==> config.mk <==
export PLATFORM = sky130hd
export DESIGN_NAME = cftc_top
export DESIGN_NICKNAME = d
export VERILOG_FILES = /design/src/pkg/cftc_pkg.sv /design/src/pkg/cftc_ifs.sv /design/src/rtl/cftc_sync.sv /design/src/rtl/cftc_timer.sv /design/src/rtl/cftc_top.sv
export SDC_FILE = /design/constraint.sdc
export NUM_CORES = 1
export LEC_CHECK = 0
export ABC_AREA = 1
export BUFFER_PORTS_ARGS = -buffer_cell sky130_fd_sc_hd__buf_2
export CAP_MARGIN = 10
export CORE_MARGIN = 1.5
export CORE_UTILIZATION = 62
export CTS_BUF_LIST = sky130_fd_sc_hd__clkbuf_4
export CTS_CLUSTER_SIZE = 40
export DETAILED_ROUTE_END_ITERATION = 16
export PLACE_DENSITY = 0.82
export RECOVER_POWER = 25
export SLEW_MARGIN = 25
export SYNTH_ARGS = -nofsm -noshare
export SYNTH_HDL_FRONTEND = slang
export SYNTH_SLANG_ARGS = --single-unit
==> constraint.sdc <==
create_clock -name ref_clk -period 5.2 [get_ports ref_clk]
set_clock_uncertainty 0.2 [all_clocks]
set_input_delay 1.04 -clock ref_clk [delete_from_list [all_inputs] [get_ports ref_clk]]
set_output_delay 1.04 -clock ref_clk [all_outputs]
set_load 0.01 [all_outputs]
==> src/pkg/cftc_pkg.sv <==
/*
  Constants, field layout and types shared by the camera frame trigger block.
  Assumes a single 100 MHz clock and a synchronous active-high reset.
*/
package cftc_pkg;

  // ----------------------------------------------------------------
  // Timing
  // ----------------------------------------------------------------
  localparam int CLK_PERIOD_NS = 10;
  localparam int US_NS = 1000;
  localparam int TICK_CYCLES = (US_NS + CLK_PERIOD_NS - 1) / CLK_PERIOD_NS;
  localparam int SET_W = 24;

  // ----------------------------------------------------------------
  // Register map
  // ----------------------------------------------------------------
  localparam logic [7:0] OFF_CTRL = 8'h00;
  localparam logic [7:0] OFF_CMD = 8'h04;
  localparam logic [7:0] OFF_SHUT = 8'h08;
  localparam logic [7:0] OFF_LAT = 8'h0c;
  localparam logic [7:0] OFF_RATE = 8'h10;
  localparam logic [7:0] OFF_STAT = 8'h14;
  localparam logic [7:0] OFF_FRAMES = 8'h18;

  localparam int CTL_COMPAT = 0;
  localparam int CTL_GATE = 1;
  localparam int CTL_SRC_SW = 2;
  localparam int CTL_POL_FALL = 3;
  localparam int CTL_PULSE = 4;
  localparam int CTL_CONT = 5;
  localparam int CTL_RATE_ON = 6;
  localparam logic [7:0] CTRL_RESET = 8'h01;

  localparam int CMD_BEGIN = 0;
  localparam int CMD_END = 1;
  localparam int CMD_SWTRIG = 2;

  localparam int STA_ACQ = 0;
  localparam int STA_WAIT = 1;
  localparam int STA_EXP = 2;
  localparam int STA_RDY = 3;

  typedef enum logic [1:0] {
    CFTC_IDLE,
    CFTC_WAIT,
    CFTC_DELAY,
    CFTC_EXPOSE
  } cftc_phase_t;

endpackage

==> src/pkg/cftc_ifs.sv <==
/*
  Interfaces between the trigger controller and its helper modules.
  Assumes all parties run on the same clock.
*/
`timescale 1ns/10ps
interface cftc_tmr_if #(parameter int W = 24);
  logic start;
  logic [W-1:0] count;
  logic busy;
  logic done;
  modport ctl(output start, output count, input busy, input done);
  modport tmr(input start, input count, output busy, output done);
endinterface

interface cftc_pin_if;
  logic level;
  logic rise;
  logic fall;
  modport src(output level, output rise, output fall);
  modport dst(input level, input rise, input fall);
endinterface

==> src/rtl/cftc_sync.sv <==
/*
  Three-stage synchroniser and edge detector for the trigger pin.
  Assumes the pin is asynchronous to ref_clk.
*/
`timescale 1ns/10ps
module cftc_sync (
  input wire logic ref_clk,
  input wire logic srst,
  input wire logic pin,
  cftc_pin_if.src p
);
  typedef struct packed {
    logic [2:0] sh;
    logic lvl;
    logic rise;
    logic fall;
  } cftc_sync_state_t;

  cftc_sync_state_t st;
  cftc_sync_state_t next_st;

  // A change is taken only once the second and third stages agree.
  always_comb begin
    next_st = st;
    next_st.sh = {st.sh[1:0], pin};
    next_st.rise = 1'b0;
    next_st.fall = 1'b0;
    if (st.sh[1] == st.sh[2] && st.sh[2] != st.lvl) begin
      next_st.lvl = st.sh[2];
      next_st.rise = st.sh[2];
      next_st.fall = ~st.sh[2];
    end
  end

  always_ff @(posedge ref_clk) begin
    if (srst) begin
      st <= '0;
    end else begin
      st <= next_st;
    end
  end

  assign p.level = st.lvl;
  assign p.rise = st.rise;
  assign p.fall = st.fall;
endmodule

==> src/rtl/cftc_timer.sv <==
/*
  Microsecond down-counter: loads on start, pulses done when it runs out.
  Assumes start is a one-cycle strobe and the count is in microseconds.
*/
`timescale 1ns/10ps
module cftc_timer
  import cftc_pkg::*;
#(
  parameter int W = 24
) (
  input wire logic ref_clk,
  input wire logic srst,
  cftc_tmr_if.tmr t
);
  localparam int PW = $clog2(TICK_CYCLES);

  // The prescaler restarts with every load, so a count of N lasts N full
  // microseconds; a shared free-running tick would cut the first one short.
  typedef struct packed {
    logic busy;
    logic done;
    logic [PW-1:0] pre;
    logic [W-1:0] cnt;
  } cftc_timer_state_t;

  cftc_timer_state_t st;
  cftc_timer_state_t next_st;

  // A load of N ends after N ticks; a load of zero ends on the next cycle.
  always_comb begin
    next_st = st;
    next_st.done = 1'b0;
    if (t.start) begin
      next_st.busy = 1'b1;
      next_st.cnt = t.count;
      next_st.pre = '0;
    end else if (st.busy) begin
      if (st.cnt == '0) begin
        next_st.busy = 1'b0;
        next_st.done = 1'b1;
      end else if (st.pre == PW'(TICK_CYCLES - 1)) begin
        next_st.pre = '0;
        next_st.cnt = st.cnt - 1'b1;
      end else begin
        next_st.pre = st.pre + 1'b1;
      end
    end
  end

  always_ff @(posedge ref_clk) begin
    if (srst) begin
      st <= '0;
    end else begin
      st <= next_st;
    end
  end

  assign t.busy = st.busy;
  assign t.done = st.done;
endmodule

==> src/rtl/cftc_top.sv <==
/*
  Camera frame trigger controller: APB registers, trigger selection,
  latency, internal trigger generation and exposure sequencing.
  Assumes an APB master on ref_clk and an asynchronous trigger pin.
*/
`timescale 1ns/10ps
module cftc_top
  import cftc_pkg::*;
#(
  parameter int W = SET_W
) (
  input wire logic ref_clk,
  input wire logic srst,
  input wire logic psel,
  input wire logic penable,
  input wire logic pwrite,
  input wire logic [7:0] paddr,
  input wire logic [31:0] pwdata,
  output logic pready,
  output logic [31:0] prdata,
  output logic pslverr,
  input wire logic external_frame_trigger_in,
  input wire logic [W-1:0] max_rate_period_us,
  output logic exposure_active,
  output logic trigger_ready_out,
  output logic frame_start
);

  // ----------------------------------------------------------------
  // State
  // ----------------------------------------------------------------
  typedef struct packed {
    logic pready;
    logic pslverr;
    logic [31:0] prdata;
    logic [7:0] ctrl;
    logic [W-1:0] shutter;
    logic [W-1:0] latency;
    logic [W-1:0] rate;
    logic [31:0] frames;
    cftc_phase_t phase;
    logic acq;
    logic gen_on;
    logic first;
    logic min_done;
    logic dly_start;
    logic exp_start;
    logic rate_start;
    logic exp_out;
    logic rdy_out;
    logic fs_out;
  } cftc_top_state_t;

  cftc_top_state_t st;
  cftc_top_state_t next_st;

  logic cmd_begin;
  logic cmd_end;
  logic cmd_sw;
  logic ext_on;
  logic use_line;
  logic pulse_mode;
  logic hw_trig;
  logic sw_trig;
  logic int_trig;
  logic take;
  logic line_idle;
  logic [31:0] rd_val;
  logic rd_hit;
  logic [W-1:0] eff_period;

  // ----------------------------------------------------------------
  // Helpers
  // ----------------------------------------------------------------
  cftc_pin_if pin_if ();
  cftc_tmr_if #(.W(W)) dly_if ();
  cftc_tmr_if #(.W(W)) exp_if ();
  cftc_tmr_if #(.W(W)) rate_if ();

  cftc_sync u_sync (
    .ref_clk(ref_clk),
    .srst(srst),
    .pin(external_frame_trigger_in),
    .p(pin_if)
  );

  cftc_timer #(.W(W)) u_dly (
    .ref_clk(ref_clk),
    .srst(srst),
    .t(dly_if)
  );

  cftc_timer #(.W(W)) u_exp (
    .ref_clk(ref_clk),
    .srst(srst),
    .t(exp_if)
  );

  cftc_timer #(.W(W)) u_rate (
    .ref_clk(ref_clk),
    .srst(srst),
    .t(rate_if)
  );

  function automatic logic [W-1:0] umax(input logic [W-1:0] a,
                                        input logic [W-1:0] b);
    umax = (a > b) ? a : b;
  endfunction

  // A rate is held as a frame period in microseconds, so a higher rate
  // is a smaller value and the clamp is a maximum against the floor.
  assign eff_period = st.ctrl[CTL_RATE_ON] ?
                      umax(st.rate, max_rate_period_us) :
                      max_rate_period_us;

  assign dly_if.start = st.dly_start;
  assign dly_if.count = st.latency;
  assign exp_if.start = st.exp_start;
  assign exp_if.count = st.shutter;
  assign rate_if.start = st.rate_start;
  assign rate_if.count = eff_period;

  // ----------------------------------------------------------------
  // Read mux
  // ----------------------------------------------------------------
  always_comb begin
    rd_val = '0;
    rd_hit = 1'b1;
    case (paddr)
      OFF_CTRL: rd_val[7:0] = st.ctrl;
      OFF_CMD: rd_val = '0;
      OFF_SHUT: rd_val[W-1:0] = st.shutter;
      OFF_LAT: rd_val[W-1:0] = st.latency;
      OFF_RATE: rd_val[W-1:0] = st.rate;
      OFF_STAT: begin
        rd_val[STA_ACQ] = st.acq;
        rd_val[STA_WAIT] = (st.phase == CFTC_WAIT);
        rd_val[STA_EXP] = st.exp_out;
        rd_val[STA_RDY] = st.rdy_out;
      end
      OFF_FRAMES: rd_val = st.frames;
      default: rd_hit = 1'b0;
    endcase
  end

  // ----------------------------------------------------------------
  // Next state
  // ----------------------------------------------------------------
  always_comb begin
    next_st = st;
    cmd_begin = 1'b0;
    cmd_end = 1'b0;
    cmd_sw = 1'b0;
    int_trig = 1'b0;
    take = 1'b0;
    next_st.pready = 1'b0;
    next_st.pslverr = 1'b0;
    next_st.dly_start = 1'b0;
    next_st.exp_start = 1'b0;
    next_st.rate_start = 1'b0;
    next_st.fs_out = 1'b0;

    // One wait state: pready rises in the second access cycle.
    if (psel && penable && !st.pready) begin
      next_st.pready = 1'b1;
      next_st.pslverr = ~rd_hit;
      next_st.prdata = rd_val;
    end
    if (psel && penable && st.pready && pwrite) begin
      case (paddr)
        OFF_CTRL: next_st.ctrl = pwdata[7:0];
        OFF_CMD: begin
          cmd_begin = pwdata[CMD_BEGIN];
          cmd_end = pwdata[CMD_END];
          cmd_sw = pwdata[CMD_SWTRIG];
        end
        OFF_SHUT: next_st.shutter = pwdata[W-1:0];
        OFF_LAT: next_st.latency = pwdata[W-1:0];
        OFF_RATE: next_st.rate = pwdata[W-1:0];
        default: ;
      endcase
    end

    // Trigger sources.
    ext_on = st.ctrl[CTL_GATE];
    use_line = ext_on && !st.ctrl[CTL_SRC_SW];
    pulse_mode = st.ctrl[CTL_PULSE] && use_line;
    hw_trig = use_line &&
              (st.ctrl[CTL_POL_FALL] ? pin_if.fall : pin_if.rise);
    sw_trig = ext_on && st.ctrl[CTL_SRC_SW] && cmd_sw;
    line_idle = st.ctrl[CTL_POL_FALL] ? pin_if.level : ~pin_if.level;

    // Acquisition begin and end. The first internal trigger is held one
    // cycle so that it meets the waiting state rather than idle.
    if (cmd_begin && !st.acq) begin
      next_st.acq = 1'b1;
      next_st.first = ~ext_on;
      next_st.gen_on = ~ext_on && st.ctrl[CTL_CONT];
    end
    if (st.first && st.phase == CFTC_WAIT) begin
      int_trig = 1'b1;
      next_st.first = 1'b0;
      next_st.rate_start = st.gen_on;
    end
    if (st.gen_on && !ext_on && rate_if.done) begin
      int_trig = 1'b1;
      next_st.rate_start = 1'b1;
    end
    if (cmd_end) begin
      next_st.acq = 1'b0;
      next_st.gen_on = 1'b0;
      next_st.first = 1'b0;
    end

    // Frame sequencing. Triggers outside the waiting state are dropped.
    case (st.phase)
      CFTC_IDLE: begin
        if (st.acq) begin
          next_st.phase = CFTC_WAIT;
        end
      end
      CFTC_WAIT: begin
        if (!st.acq) begin
          next_st.phase = CFTC_IDLE;
        end else if (hw_trig && st.latency != '0) begin
          next_st.phase = CFTC_DELAY;
          next_st.dly_start = 1'b1;
        end else if (hw_trig || sw_trig || int_trig) begin
          take = 1'b1;
        end
      end
      CFTC_DELAY: begin
        if (dly_if.done) begin
          take = 1'b1;
        end
      end
      CFTC_EXPOSE: begin
        if (exp_if.done) begin
          next_st.min_done = 1'b1;
        end
        if (pulse_mode ? line_idle : exp_if.done) begin
          next_st.phase = st.ctrl[CTL_CONT] ? CFTC_WAIT : CFTC_IDLE;
          if (!st.ctrl[CTL_CONT]) begin
            next_st.acq = 1'b0;
            next_st.gen_on = 1'b0;
          end
        end
      end
      default: next_st.phase = CFTC_IDLE;
    endcase

    // The shutter timer runs in both modes: in pulse mode it only marks
    // the shortest expected exposure for the ready output.
    if (take) begin
      next_st.phase = CFTC_EXPOSE;
      next_st.exp_start = 1'b1;
      next_st.fs_out = 1'b1;
      next_st.min_done = 1'b0;
      next_st.frames = st.frames + 32'h0000_0001;
    end

    next_st.exp_out = (next_st.phase == CFTC_EXPOSE);
    next_st.rdy_out = (next_st.phase == CFTC_WAIT) ||
                      (next_st.phase == CFTC_EXPOSE && pulse_mode &&
                       next_st.min_done);
  end

  // ----------------------------------------------------------------
  // Registers
  // ----------------------------------------------------------------
  always_ff @(posedge ref_clk) begin
    if (srst) begin
      st <= '0;
      st.ctrl <= CTRL_RESET;
      st.phase <= CFTC_IDLE;
    end else begin
      st <= next_st;
    end
  end

  // ----------------------------------------------------------------
  // Outputs
  // ----------------------------------------------------------------
  assign pready = st.pready;
  assign prdata = st.prdata;
  assign pslverr = st.pslverr;
  assign exposure_active = st.exp_out;
  assign trigger_ready_out = st.rdy_out;
  assign frame_start = st.fs_out;

endmodule

Word-level counts from Yosys, hierarchy flattened
Cells that the tools add are included.
W data, S select, Z words.
{"block": "op_classes", "n_addsub": 7, "muxes": 64, "eq_ne": 19, "bitwise": 14, "n_reduce_logical": 58, "magnitude_cmp": 1}
{"cell": "$mux W24", "count": 8}
{"cell": "$mux W33", "count": 3}
{"cell": "$mux W31", "count": 3}
{"cell": "$logic_not A24 Y1", "count": 3}
{"cell": "$sub A24 B1 Y24 const B", "count": 3}
{"cell": "$pmux W16 S4", "count": 1}
{"cell": "$mux W34", "count": 1}
{"cell": "$add A32 B1 Y32 const B", "count": 1}
{"cell": "$mux W1", "count": 28}
{"cell": "$eq A8 B5 Y1 const B", "count": 3}
{"cell": "$gt A24 B24 Y1", "count": 1}
{"cell": "$pmux W4 S6", "count": 1}
{"cell": "$reduce_bool A24 Y1", "count": 1}
{"cell": "$add A7 B1 Y7 const B", "count": 3}
{"cell": "$eq A7 B7 Y1 const B", "count": 3}
{"cell": "$mux W7", "count": 3}
{"cell": "$pmux W4 S5", "count": 1}
{"cell": "$logic_and A1 B1 Y1", "count": 18}
{"cell": "$mux W2", "count": 9}
{"cell": "$eq A8 B4 Y1 const B", "count": 2}
{"cell": "$reduce_or A3 Y1", "count": 5}
{"cell": "$not A1 Y1", "count": 14}
{"cell": "$reduce_and A2 Y1", "count": 7}
{"cell": "$reduce_bool A2 Y1", "count": 6}
{"cell": "18 further kinds", "count": 35}
{"block": "word_totals", "reg_bits": 262, "in_bits": 70, "output_inout_bits": 37}

Longest topological paths before layout
Gate-level depths: netlist of the first run.
{"block": "logic_depth", "depth_word": 16, "depth_mapped": 16, "depth_no_buf": 15}

By module
From an unflattened synthesis of the first run, not the netlist that was laid out.
{"block": "hier_totals", "hier_cells": 2370, "area_unflattened_um2": 15605.0}
{"mod": "cftc_top", "area_per_inst_um2": 8577.0, "instances": 1, "cells_per_inst": 1255}
{"mod": "cftc_timer at u_exp ...", "area_per_inst_um2": 2292.2, "instances": 2, "cells_per_inst": 365}
{"mod": "cftc_timer at u_dly", "area_per_inst_um2": 2250.9, "instances": 1, "cells_per_inst": 363}
{"mod": "cftc_sync", "area_per_inst_um2": 192.7, "instances": 1, "cells_per_inst": 22}

Least setup slack after synthesis of the first run
Ideal clock, no wire load.
{"block": "synth_path", "path_kind": "input to register", "startpoint": "input max_rate_period_us[19]", "endpoint": "register u_rate.st[4] in the netlist's numbering", "path_slack_ps": 2392, "setup_ps": 118, "path_buffers": 1, "cell_stages": 11, "arrival_time_ps": 2490, "t_required_ps": 4882, "cell_sequence": "inv_1 -> ha_1 -> nand2_1 -> nor2_1 -> nand3_1 -> nor2_1 -> a21oi_1 -> clkbuf_1 -> nand3_1 -> nand3_1 -> a21oi_1"}
{"block": "synth_via", "elab_chain_len": 4}
{"item": "from (decl)", "line_no": "cftc_top.sv:23", "text": "input wire logic [W-1:0] max_rate_period_us,"}
{"item": "$gt A24 B24 Y1", "line_no": "cftc_top.sv:107", "text": "umax = (a > b) ? a : b;"}
{"item": "$mux W24", "line_no": "cftc_top.sv:107"}
{"item": "$mux W24", "line_no": "cftc_top.sv:112", "text": "assign eff_period = st.ctrl[CTL_RATE_ON] ?"}
{"item": "$mux W24", "line_no": "cftc_timer.sv:33", "text": "if (t.start) begin"}
{"item": "to (signal assigned)", "line_no": "cftc_timer.sv:54", "text": "st <= next_st;"}
{"item": "to (decl)", "line_no": "cftc_timer.sv:26", "text": "cftc_timer_state_t st;"}
Every way passes these cells.
A chain may end at the register's enable or synchronous reset.

==> impl_summary.txt, run 1 <==
----------------------------------------------------
[Clock tree]
  Sinks on the clock net ... 262
  TritonCTS clock tree ... yes
  Number of buffers added to fix hold violations after cts ... 0
  PostCTS Resize Cnt ... 0
  Clk Latency, worst-skew pair ... 0.69 ns
  Maximum level of the CTS H-tree ... 3
  Number of buffers added by the clock tree synthesis step ... 72
  Clock transition at the registers of the reported paths ... 0.06 ns
  Max Buffers Root-to-Sink ... 3
  Number of setup buffers added after CTS ... 0
  CTS root buffer ... sky130_fd_sc_hd__clkbuf_4

[Finish]
  Area of all placed cells without fillers ... about 16000 sq um
  Total Nets Final ... 2402
  Fraction of layout instances using a drive strength above 1 ... between 10% and 20%
  Area added between synthesis and finish ... 8.038%
  Post-Route Utilization ... 68.13%
  Number of fill cells in the layout ... approximately 2100

[Global route]
  Pin count of the biggest net entering global routing ... approximately 110
  Via count of the first global-routing pass ... 13950
  Total grt overflow ... 0
  Overall global routing resource usage ... 34.89%
  Initial antenna violation count ... 1
  Global-route wire length before repair ... 68550 um

[Power]
  Clock power share ... 45.7%
  Internal power component ... 0.003006 W
  Net load switching power ... 0.0009970 W
  Switching part of the total ... 24.90%
  Register share of total power ... 50.5%
  Power consumption ... 0.004003 W
  Power density over cell area ... 250.3 nW/um^2
  Leakage power total ... 7.285 nW
  Maximum VDD drop ... 0.0001549 V
  Portion of total power attributed to combinational logic ... 3.8%

[Timing]
  Maximum clock frequency ... 0.2671 GHz
  Final Hold Viols ... 0
  Period minus WS final ... 3.743 ns
  RSZ-0062 raised after global routing ... false
  Aggregate negative setup slack ... 0 ns
  Final period util ... between 70 and 80%
  Worst-margin pin slew ... 2.355 ns
  Relative slew slack ... -57.03%
  Final Max Slew Viols ... 164
  Setup-failing EPs final ... 0

[Worst setup path]
  Kind of start point of the critical path ... input pin
  FF-to-FF Start ... u_rate.st[10]
  Data required time at the worst endpoint ... 5.51 ns
  Most common cell on crit path ... sky130_fd_sc_hd__clkbuf_1
  Count of cells along the worst register-to-register path ... 10
  Data arrival at the endpoint of the critical path ... 4.06 ns
  Worst R2R End ... u_rate.st[1]
  Family with the most delay on the worst path ... buffers and inverters
  Count of buffer and inverter cells on the critical path ... 3
  Worst Setup End Kind ... flop
  Cell-by-cell listing of the critical path ... clkbuf_1 -> clkinvlp_2 -> clkbuf_1 -> o21ai_0 -> a21oi_1
  R2R Setup Slk ... 2.67 ns
  Critical path's slowest cell ... sky130_fd_sc_hd__clkinvlp_2
  Maximum cell stage delay along the critical path ... 1.50 ns
  CP max FO ... 57
  Start-to-end type of the worst setup path ... in -> reg

[Detailed routing]
  Routed WL ... 42880 um
  Final ANT Viol Nets ... 0
  Vias after detailed routing ... 14950
  Length of the first detailed-routing pass in iterations ... 7
  # DRC ... 0
  Initial DRC count ... approximately 1400
  Per-cell via count in the routed design ... about 5.6
  Post-DR wirelength/cell ... 16.09 um

[Worst hold path]
  Launch instance of the worst min-delay path ... u_sync.next_st[4]
  Cells on Worst Hold Path ... 2
  WHS Endpoint ... u_sync.next_st[5]
  Classification of the worst-slack hold path ... reg -> reg

[Floorplan]
  Number of ports placed on the die boundary ... approximately 110
  Num rows ... 56
  Die outline height ... 157.5 um
  Total core area ... 23470 sq um
  Die Wd ... 157.5 um
  Starting Density ... 63.07%
  Area of the die ... 24810 sq um

[Placement]
  Final GP Congestion ... 0.9669
  Hpwl dp ... 31280 um
  Instance area at placement ... 15140 sq um
  Port bufs ... 98

[Synthesis]
  Unique cell type count in the Yosys netlist ... 49
  Synthesized instance count ... 2229
  Flip-flop and latch count after synthesis ... 262
  Fraction of registers with async set/reset ... 0%
  Synthesized Nets ... between 2000 and 2500
  Synth Area per Inst ... 6.641 sq um
  Share of synthesized area occupied by flip-flops and latches ... 35.43%
  Mapped cell area ... 14800 sq um
  Number of synthesized flops with an enable pin ... 0
  Synth Flop Type ... sky130_fd_sc_hd__dfxtp_1
  Yosys warns ... 0

[Job]
  Max-cap violations ... 2

[Run status]
  Violations in the final reports ... max-capacitance violations, max-slew violations
  Run status ... finished, violations left

----------------------------------------------------
worst max path at each step:
stage / from / endpoint / slack [ns] / cells past startpoint
floorplan: max_rate_period_us[19] / u_rate.st[4] / 2.39 / 11
global placement: paddr[0] / st[57] / 1.65 / 9
detailed placement: paddr[1] / st[67] / 1.52 / 9
CTS: paddr[1] / st[60] / 2.20 / 9
global route: srst / st[48] / 1.20 / 5
finish: srst / st[60] / 1.46 / 5
worst register-to-register path, stage by stage (launching register included):
cell and delay, ns:
sky130_fd_sc_hd__dfxtp_1 0.35, sky130_fd_sc_hd__nor2_1 0.25, sky130_fd_sc_hd__nand2_1 0.14, sky130_fd_sc_hd__nor2_2 0.15, sky130_fd_sc_hd__nand3_2 0.16, sky130_fd_sc_hd__nand2_4 0.15, sky130_fd_sc_hd__nor2_2 0.08, sky130_fd_sc_hd__nor2_8 0.33
sky130_fd_sc_hd__inv_2 0.30, sky130_fd_sc_hd__o21ai_0 0.24, sky130_fd_sc_hd__a21oi_1 0.08
synthesized netlist by cell type (3+ instances only):
library cell / instances / area [sq um]
sky130_fd_sc_hd__a211oi_1: 4 / 30.03
sky130_fd_sc_hd__a21oi_1: 211 / 1056
sky130_fd_sc_hd__a221oi_1: 3 / 26.28
sky130_fd_sc_hd__a31o_2: 3 / 26.28
sky130_fd_sc_hd__a31oi_1: 4 / 25.02
sky130_fd_sc_hd__buf_2: 16 / 80.08
sky130_fd_sc_hd__buf_4: 40 / 300.3
sky130_fd_sc_hd__buf_6: 5 / 56.30
sky130_fd_sc_hd__clkbuf_1: 59 / 221.5
sky130_fd_sc_hd__dfxtp_1: 262 / 5245
sky130_fd_sc_hd__ha_1: 39 / 488.0
sky130_fd_sc_hd__inv_1: 178 / 668.1
sky130_fd_sc_hd__inv_2: 11 / 41.29
sky130_fd_sc_hd__nand2_1: 547 / 2053
sky130_fd_sc_hd__nand2_2: 4 / 25.02
sky130_fd_sc_hd__nand2_4: 3 / 33.78
sky130_fd_sc_hd__nand3_1: 127 / 635.6
sky130_fd_sc_hd__nand3_2: 4 / 40.04
sky130_fd_sc_hd__nand4_1: 19 / 118.9
sky130_fd_sc_hd__nor2_1: 307 / 1152
sky130_fd_sc_hd__nor2_2: 18 / 112.6
sky130_fd_sc_hd__nor2_4: 3 / 33.78
sky130_fd_sc_hd__nor2_8: 3 / 60.06
sky130_fd_sc_hd__nor3_1: 38 / 190.2
sky130_fd_sc_hd__nor3_2: 3 / 30.03
sky130_fd_sc_hd__nor3b_1: 9 / 67.56
sky130_fd_sc_hd__nor4_1: 4 / 25.02
sky130_fd_sc_hd__o2111ai_1: 15 / 131.4
sky130_fd_sc_hd__o21ai_0: 155 / 775.7
sky130_fd_sc_hd__o21ai_1: 21 / 105.1
sky130_fd_sc_hd__o21bai_1: 4 / 30.03
sky130_fd_sc_hd__o22ai_1: 7 / 43.79
sky130_fd_sc_hd__or2_2: 4 / 25.02
sky130_fd_sc_hd__xnor2_1: 28 / 245.2
sky130_fd_sc_hd__xor2_1: 54 / 473.0
flip-flops by register name, summed over array words and instances, names as in the netlist, 2 cells and up:
signal          flops
exp_if.count       24
dly_if.count       24
u_dly.st           31
u_sync.next_st      2
st                 69
u_exp.st           31
prdata             32
u_rate.st          31
layout by cell type, fill, tap and decap left out, drive strengths merged, types with 2 or more instances in the layout:
cell,synthesis,layout
a211oi,4,4
buf,62,107
o2111ai,15,15
a21o,2,2
xnor2,28,28
nor3b,10,10
a21oi,211,211
nor4,4,4
nor2,331,331
a31o,3,3
o21bai,4,4
nand3,131,131
o22ai,7,7
or2,4,4
a31oi,4,4
nor3,41,41
xor2,54,54
ha,39,39
nand3b,2,2
clkbuf,59,105
nand2,554,554
dfxtp,262,262
inv,189,189
nand4,19,19
o21ai,178,178
a221oi,3,3
clkinv,1,23
power groups by stage:
stage | registers (W) | clock network [W] | logic (W)
floorplan | 0.00206 | 0 | 0.0000884
finish | 0.00202 | 0.00183 | 0.000151
detailed placement | 0.00207 | 0 | 0.000147
CTS | 0.00202 | 0.00186 | 0.000148
global placement | 0.00207 | 0 | 0.000143
global route | 0.00202 | 0.00196 | 0.000164
metal layers:
layer	vias to the layer above	share of wire, %	GRT usage (%)
met3	129	7.7	7.159
met4	0	4.3	17.92
li1	7397	-	-
met1	6813	42	42.91
met2	615	46	57.69
met5	-	0	0
layout make-up:
type | count | area [sq um] | area share, %
Multi-Input combinational cell | 1656 | 8178 | 51.13
Sequential cell | 262 | 5245 | 32.80
Clock buffer | 101 | 758.2 | 4.741
Inverter | 190 | 714.4 | 4.467
Timing Repair Buffer | 111 | 576.8 | 3.607
Tap cell | 319 | 399.1 | 2.496
Clock inverter | 24 | 118.9 | 0.7432
Antenna cell | 1 | 2.502 | 0.01565
stage by stage:
step	std cells	setup WS (ns)	hold WS, ns
after global placement	2538	1.649	0.1988
after CTS	2663	2.204	0.2109
final	2664	1.457	0.2043
after global routing	2664	1.200	0.2195
after detailed placement	2538	1.524	0.2005
after floorplan	2229	2.392	0.1883
cell families (layout without fill, tap and decap cells):
family                     after synthesis  count (layout)  share of synthesized area (%)
and+or+nand+nor                       1100            1100                          31.49
AOI/OAI and AO/OA                      435             435                          15.65
buffers and inverters                  311             426                          9.289
DFF                                    262             262                          35.43
xor gates and xnor gates                82              82                          4.852
adders and majority gates               39              39                          3.296
other                                    0               1                              0
Power figures use the tool's default switching activity.
==> inputs of run 2 (changes only) <==
==> constraint.sdc (replaced) <==
create_clock -name ref_clk -period 3.55 [get_ports ref_clk]
set_clock_uncertainty 0.2 [all_clocks]
set_input_delay 0.71 -clock ref_clk [delete_from_list [all_inputs] [get_ports ref_clk]]
set_output_delay 0.71 -clock ref_clk [all_outputs]
set_load 0.01 [all_outputs]
==> run 2 against run 1 <==
Against the previous run:
- the flow still finishes with violations (max-capacitance violations, max-slew violations)
- cell count grew 0.11%
- worst setup slack lost 0.79 ns
- design area grew 0.14%
- combinational power grew 46%
- die area is the same
- sequential share of layout area is essentially flat
- critical endpoint is now dly_if.count[15]
- largest cell class unchanged
==> impl_summary.txt, run 2 (synthesis gave the netlist of run 1 again) <==
----------------------------------------------------
[Run status]
  Run status ... finished, violations left (unchanged)
  Violations in the final reports ... max-capacitance violations, max-slew violations (unchanged)

[Clock tree]
  TritonCTS clock tree ... yes (unchanged)
  Clk Latency, worst-skew pair ... 0.70 ns (was 0.69 ns)
  CTS root buffer ... sky130_fd_sc_hd__clkbuf_4 (unchanged)
  Number of buffers added by the clock tree synthesis step ... 73 (was 72)
  Clock transition at the registers of the reported paths ... 0.06 ns (about the same)
  Maximum level of the CTS H-tree ... 3 (unchanged)
  Number of setup buffers added after CTS ... 0 (unchanged)
  Max Buffers Root-to-Sink ... 3 (unchanged)
  Sinks on the clock net ... 262 (unchanged)

[Finish]
  Top reg by flops ... st (unchanged)
  Flip-flop count of the largest register, all copies and words added ... 69 (unchanged)
  Area added between synthesis and finish ... 8.191% (was 8.038%)
  Most frequent cells in the layout ... sky130_fd_sc_hd__nand2_1, sky130_fd_sc_hd__nor2_1, sky130_fd_sc_hd__dfxtp_1 (unchanged)
  Number of fill cells in the layout ... 2111 (was 2133)
  Combined area of the multi-input logic cells ... 8178 sq um (unchanged)
  Fraction of layout instances using a drive strength above 1 ... 12.10% (was 11.65%)
  Footprint of the flip-flops and latches ... 5245 sq um (unchanged)
  Commonest non-fill, non-tap cell in the layout ... sky130_fd_sc_hd__nand2_1 (unchanged)
  Total Nets Final ... 2407 (was 2402)

[Worst setup path]
  FF-to-FF Start ... u_rate.st[0] (was u_rate.st[10])
  Family with the most delay on the worst path ... buffers and inverters (unchanged)
  Cell-by-cell listing of the critical path ... clkbuf_2 -> clkinv_2 -> clkbuf_2 -> o21ai_0 -> a21oi_1 (was clkbuf_1 -> clkinvlp_2 -> clkbuf_1 -> o21ai_0 -> a21oi_1)
  Most common cell on crit path ... sky130_fd_sc_hd__clkbuf_2 (was sky130_fd_sc_hd__clkbuf_1)
  Data required time at the worst endpoint ... 3.89 ns (was 5.51 ns)
  Maximum cell stage delay along the critical path ... 0.75 ns (was 1.50 ns)
  Worst R2R End ... u_rate.st[1] (unchanged)
  CP max FO ... 57 (unchanged)
  Worst Setup End Kind ... flop (unchanged)
  Data arrival at the endpoint of the critical path ... 3.22 ns (was 4.06 ns)
  Count of cells along the worst register-to-register path ... 11 (was 10)
  R2R Setup Slk ... 0.85 ns (was 2.67 ns)
  Kind of start point of the critical path ... input pin (unchanged)
  Start-to-end type of the worst setup path ... in -> reg (unchanged)
  Critical path's slowest cell ... sky130_fd_sc_hd__clkinv_2 (was sky130_fd_sc_hd__clkinvlp_2)
  Count of buffer and inverter cells on the critical path ... 3 (unchanged)

[Timing]
  Final period util ... between 80% and 90%
  Period minus WS final ... 2.886 ns
  Final Max Slew Viols ... 72 (was 164)
  Aggregate negative setup slack ... 0 ns (unchanged)
  Relative slew slack ... -9.274% (was -57.03%)
  RSZ-0062 raised after global routing ... false (unchanged)
  Worst hold slack after final layout ... 0.1046 ns (was 0.2043 ns)
  Final Hold Viols ... 0 (unchanged)
  Setup-failing EPs final ... 0 (unchanged)
  Maximum clock frequency ... between 0.3 and 0.4 GHz
  Worst-margin pin slew ... 1.639 ns (was 2.355 ns)

[Floorplan]
  Area of the die ... 24810 sq um (unchanged)
  Die Wd ... 157.5 um (unchanged)
  Total core area ... 23470 sq um (unchanged)
  Num rows ... 56 (unchanged)
  Number of ports placed on the die boundary ... 107 (unchanged)
  Starting Density ... 63.07% (unchanged)
  Die outline height ... 157.5 um (unchanged)

[Global route]
  Pin count of the biggest net entering global routing ... 72 (was 106)
  Initial antenna violation count ... 2 (was 1)
  Total grt overflow ... 0 (unchanged)
  Via count of the first global-routing pass ... 13590 (was 13950)
  Overall global routing resource usage ... 34.32% (was 34.89%)
  Global-route wire length before repair ... 67650 um (was 68550 um)

[Detailed routing]
  Vias after detailed routing ... 15180 (was 14950)
  Length of the first detailed-routing pass in iterations ... 6 (was 7)
  Post-DR wirelength/cell ... 16.09 um (about the same)
  # DRC ... 0 (unchanged)
  Final ANT Viol Nets ... 0 (unchanged)
  Per-cell via count in the routed design ... 5.693 (was 5.613)
  Initial DRC count ... 1687 (was 1371)
  Routed WL ... 42910 um (was 42880 um)

[Power]
  Maximum VDD drop ... 0.0002198 V (was 0.0001549 V)
  Leakage power total ... 7.290 nW (was 7.285 nW)
  Power density over cell area ... 365.4 nW/um^2 (was 250.3 nW/um^2)

[Placement]
  Hpwl dp ... 31050 um (was 31280 um)
  Port bufs ... 98 (unchanged)
  Final GP Congestion ... 0.9985 (was 0.9669)

[Worst hold path]
  Cells on Worst Hold Path ... 3 (was 2)
  Launch instance of the worst min-delay path ... pwdata[14] (was u_sync.next_st[4])
  WHS Endpoint ... dly_if.count[14] (was u_sync.next_st[5])
  Classification of the worst-slack hold path ... in -> reg (was reg -> reg)

[Job]
  Max-cap violations ... 1 (was 2)

----------------------------------------------------
-- run 2: area by class of cell --
type                    count  share of cell area, %
diodes                      1                0.01562
flip-flops and latches    262                  32.75
multi-input cells        1656                  51.06
well taps                 319                  2.492
repair buffers            115                  3.773
clock inverters            18                 0.4766
inverters                 190                  4.461
clock buffers             106                  4.969
-- run 2: worst reg2reg max path, cell delays in order, from the launching register on --
cell and delay (ns):
sky130_fd_sc_hd__dfxtp_1 0.31, sky130_fd_sc_hd__inv_1 0.12, sky130_fd_sc_hd__ha_1 0.17, sky130_fd_sc_hd__inv_1 0.08
sky130_fd_sc_hd__nor3_2 0.21, sky130_fd_sc_hd__nand3_2 0.13, sky130_fd_sc_hd__nand2_1 0.28, sky130_fd_sc_hd__nor2_2 0.11
sky130_fd_sc_hd__nor2_8 0.36, sky130_fd_sc_hd__inv_2 0.31, sky130_fd_sc_hd__o21ai_0 0.25, sky130_fd_sc_hd__a21oi_1 0.06
-- run 2: report_power, final --
group / internal (W) / switching, W / total (W)
Clock: 0.00137 / 0.00130 / 0.00267
Sequential: 0.00295 / 0.00000987 / 0.00296
Combinational: 0.0000671 / 0.000154 / 0.000221
Total: 0.00438 / 0.00147 / 0.00585
-- run 2: per-layer routing --
metal	GRT usage, %	vias up	share of wire [%]
li1	-	7412	-
met1	44.66	6890	41
met2	55.76	752	46
met3	4.846	129	8.5
met4	16.98	0	4.3
met5	0	-	0
-- run 2: worst max-delay path by stage --
stage / start / end / slack, ns / depth (start not counted)
finish: srst / dly_if.count[15] / 0.66 / 5
global route: srst / u_sync.p.level / 0.52 / 5
CTS: st[55] / u_rate.st[17] / 1.00 / 11
detailed placement: max_rate_period_us[23] / u_rate.st[17] / 0.47 / 13
global placement: max_rate_period_us[23] / u_rate.st[17] / 0.55 / 13
floorplan: max_rate_period_us[19] / u_rate.st[4] / 1.07 / 11
-- run 2: stage by stage --
step	power, W	setup WS (ns)	util (%)	instances	cell area [sq um]
3_5_place_dp	0.003242	0.4707	64.57	2541	15160
6_report	0.005853	0.6641	68.23	2667	16020
3_3_place_gp	0.003238	0.5483	64.57	2541	15160
2_1_floorplan	0.003153	1.072	-	2229	14800
5_1_grt	0.006062	0.5189	68.23	2667	16020
4_1_cts	0.005883	1.003	68.33	2666	16040
-- run 2: repair_timing --
item	in CTS	in global routing
hold buffers	1	0
resized for setup	0	0
setup endpoints to repair	0	0
hold endpoints to repair	1	0
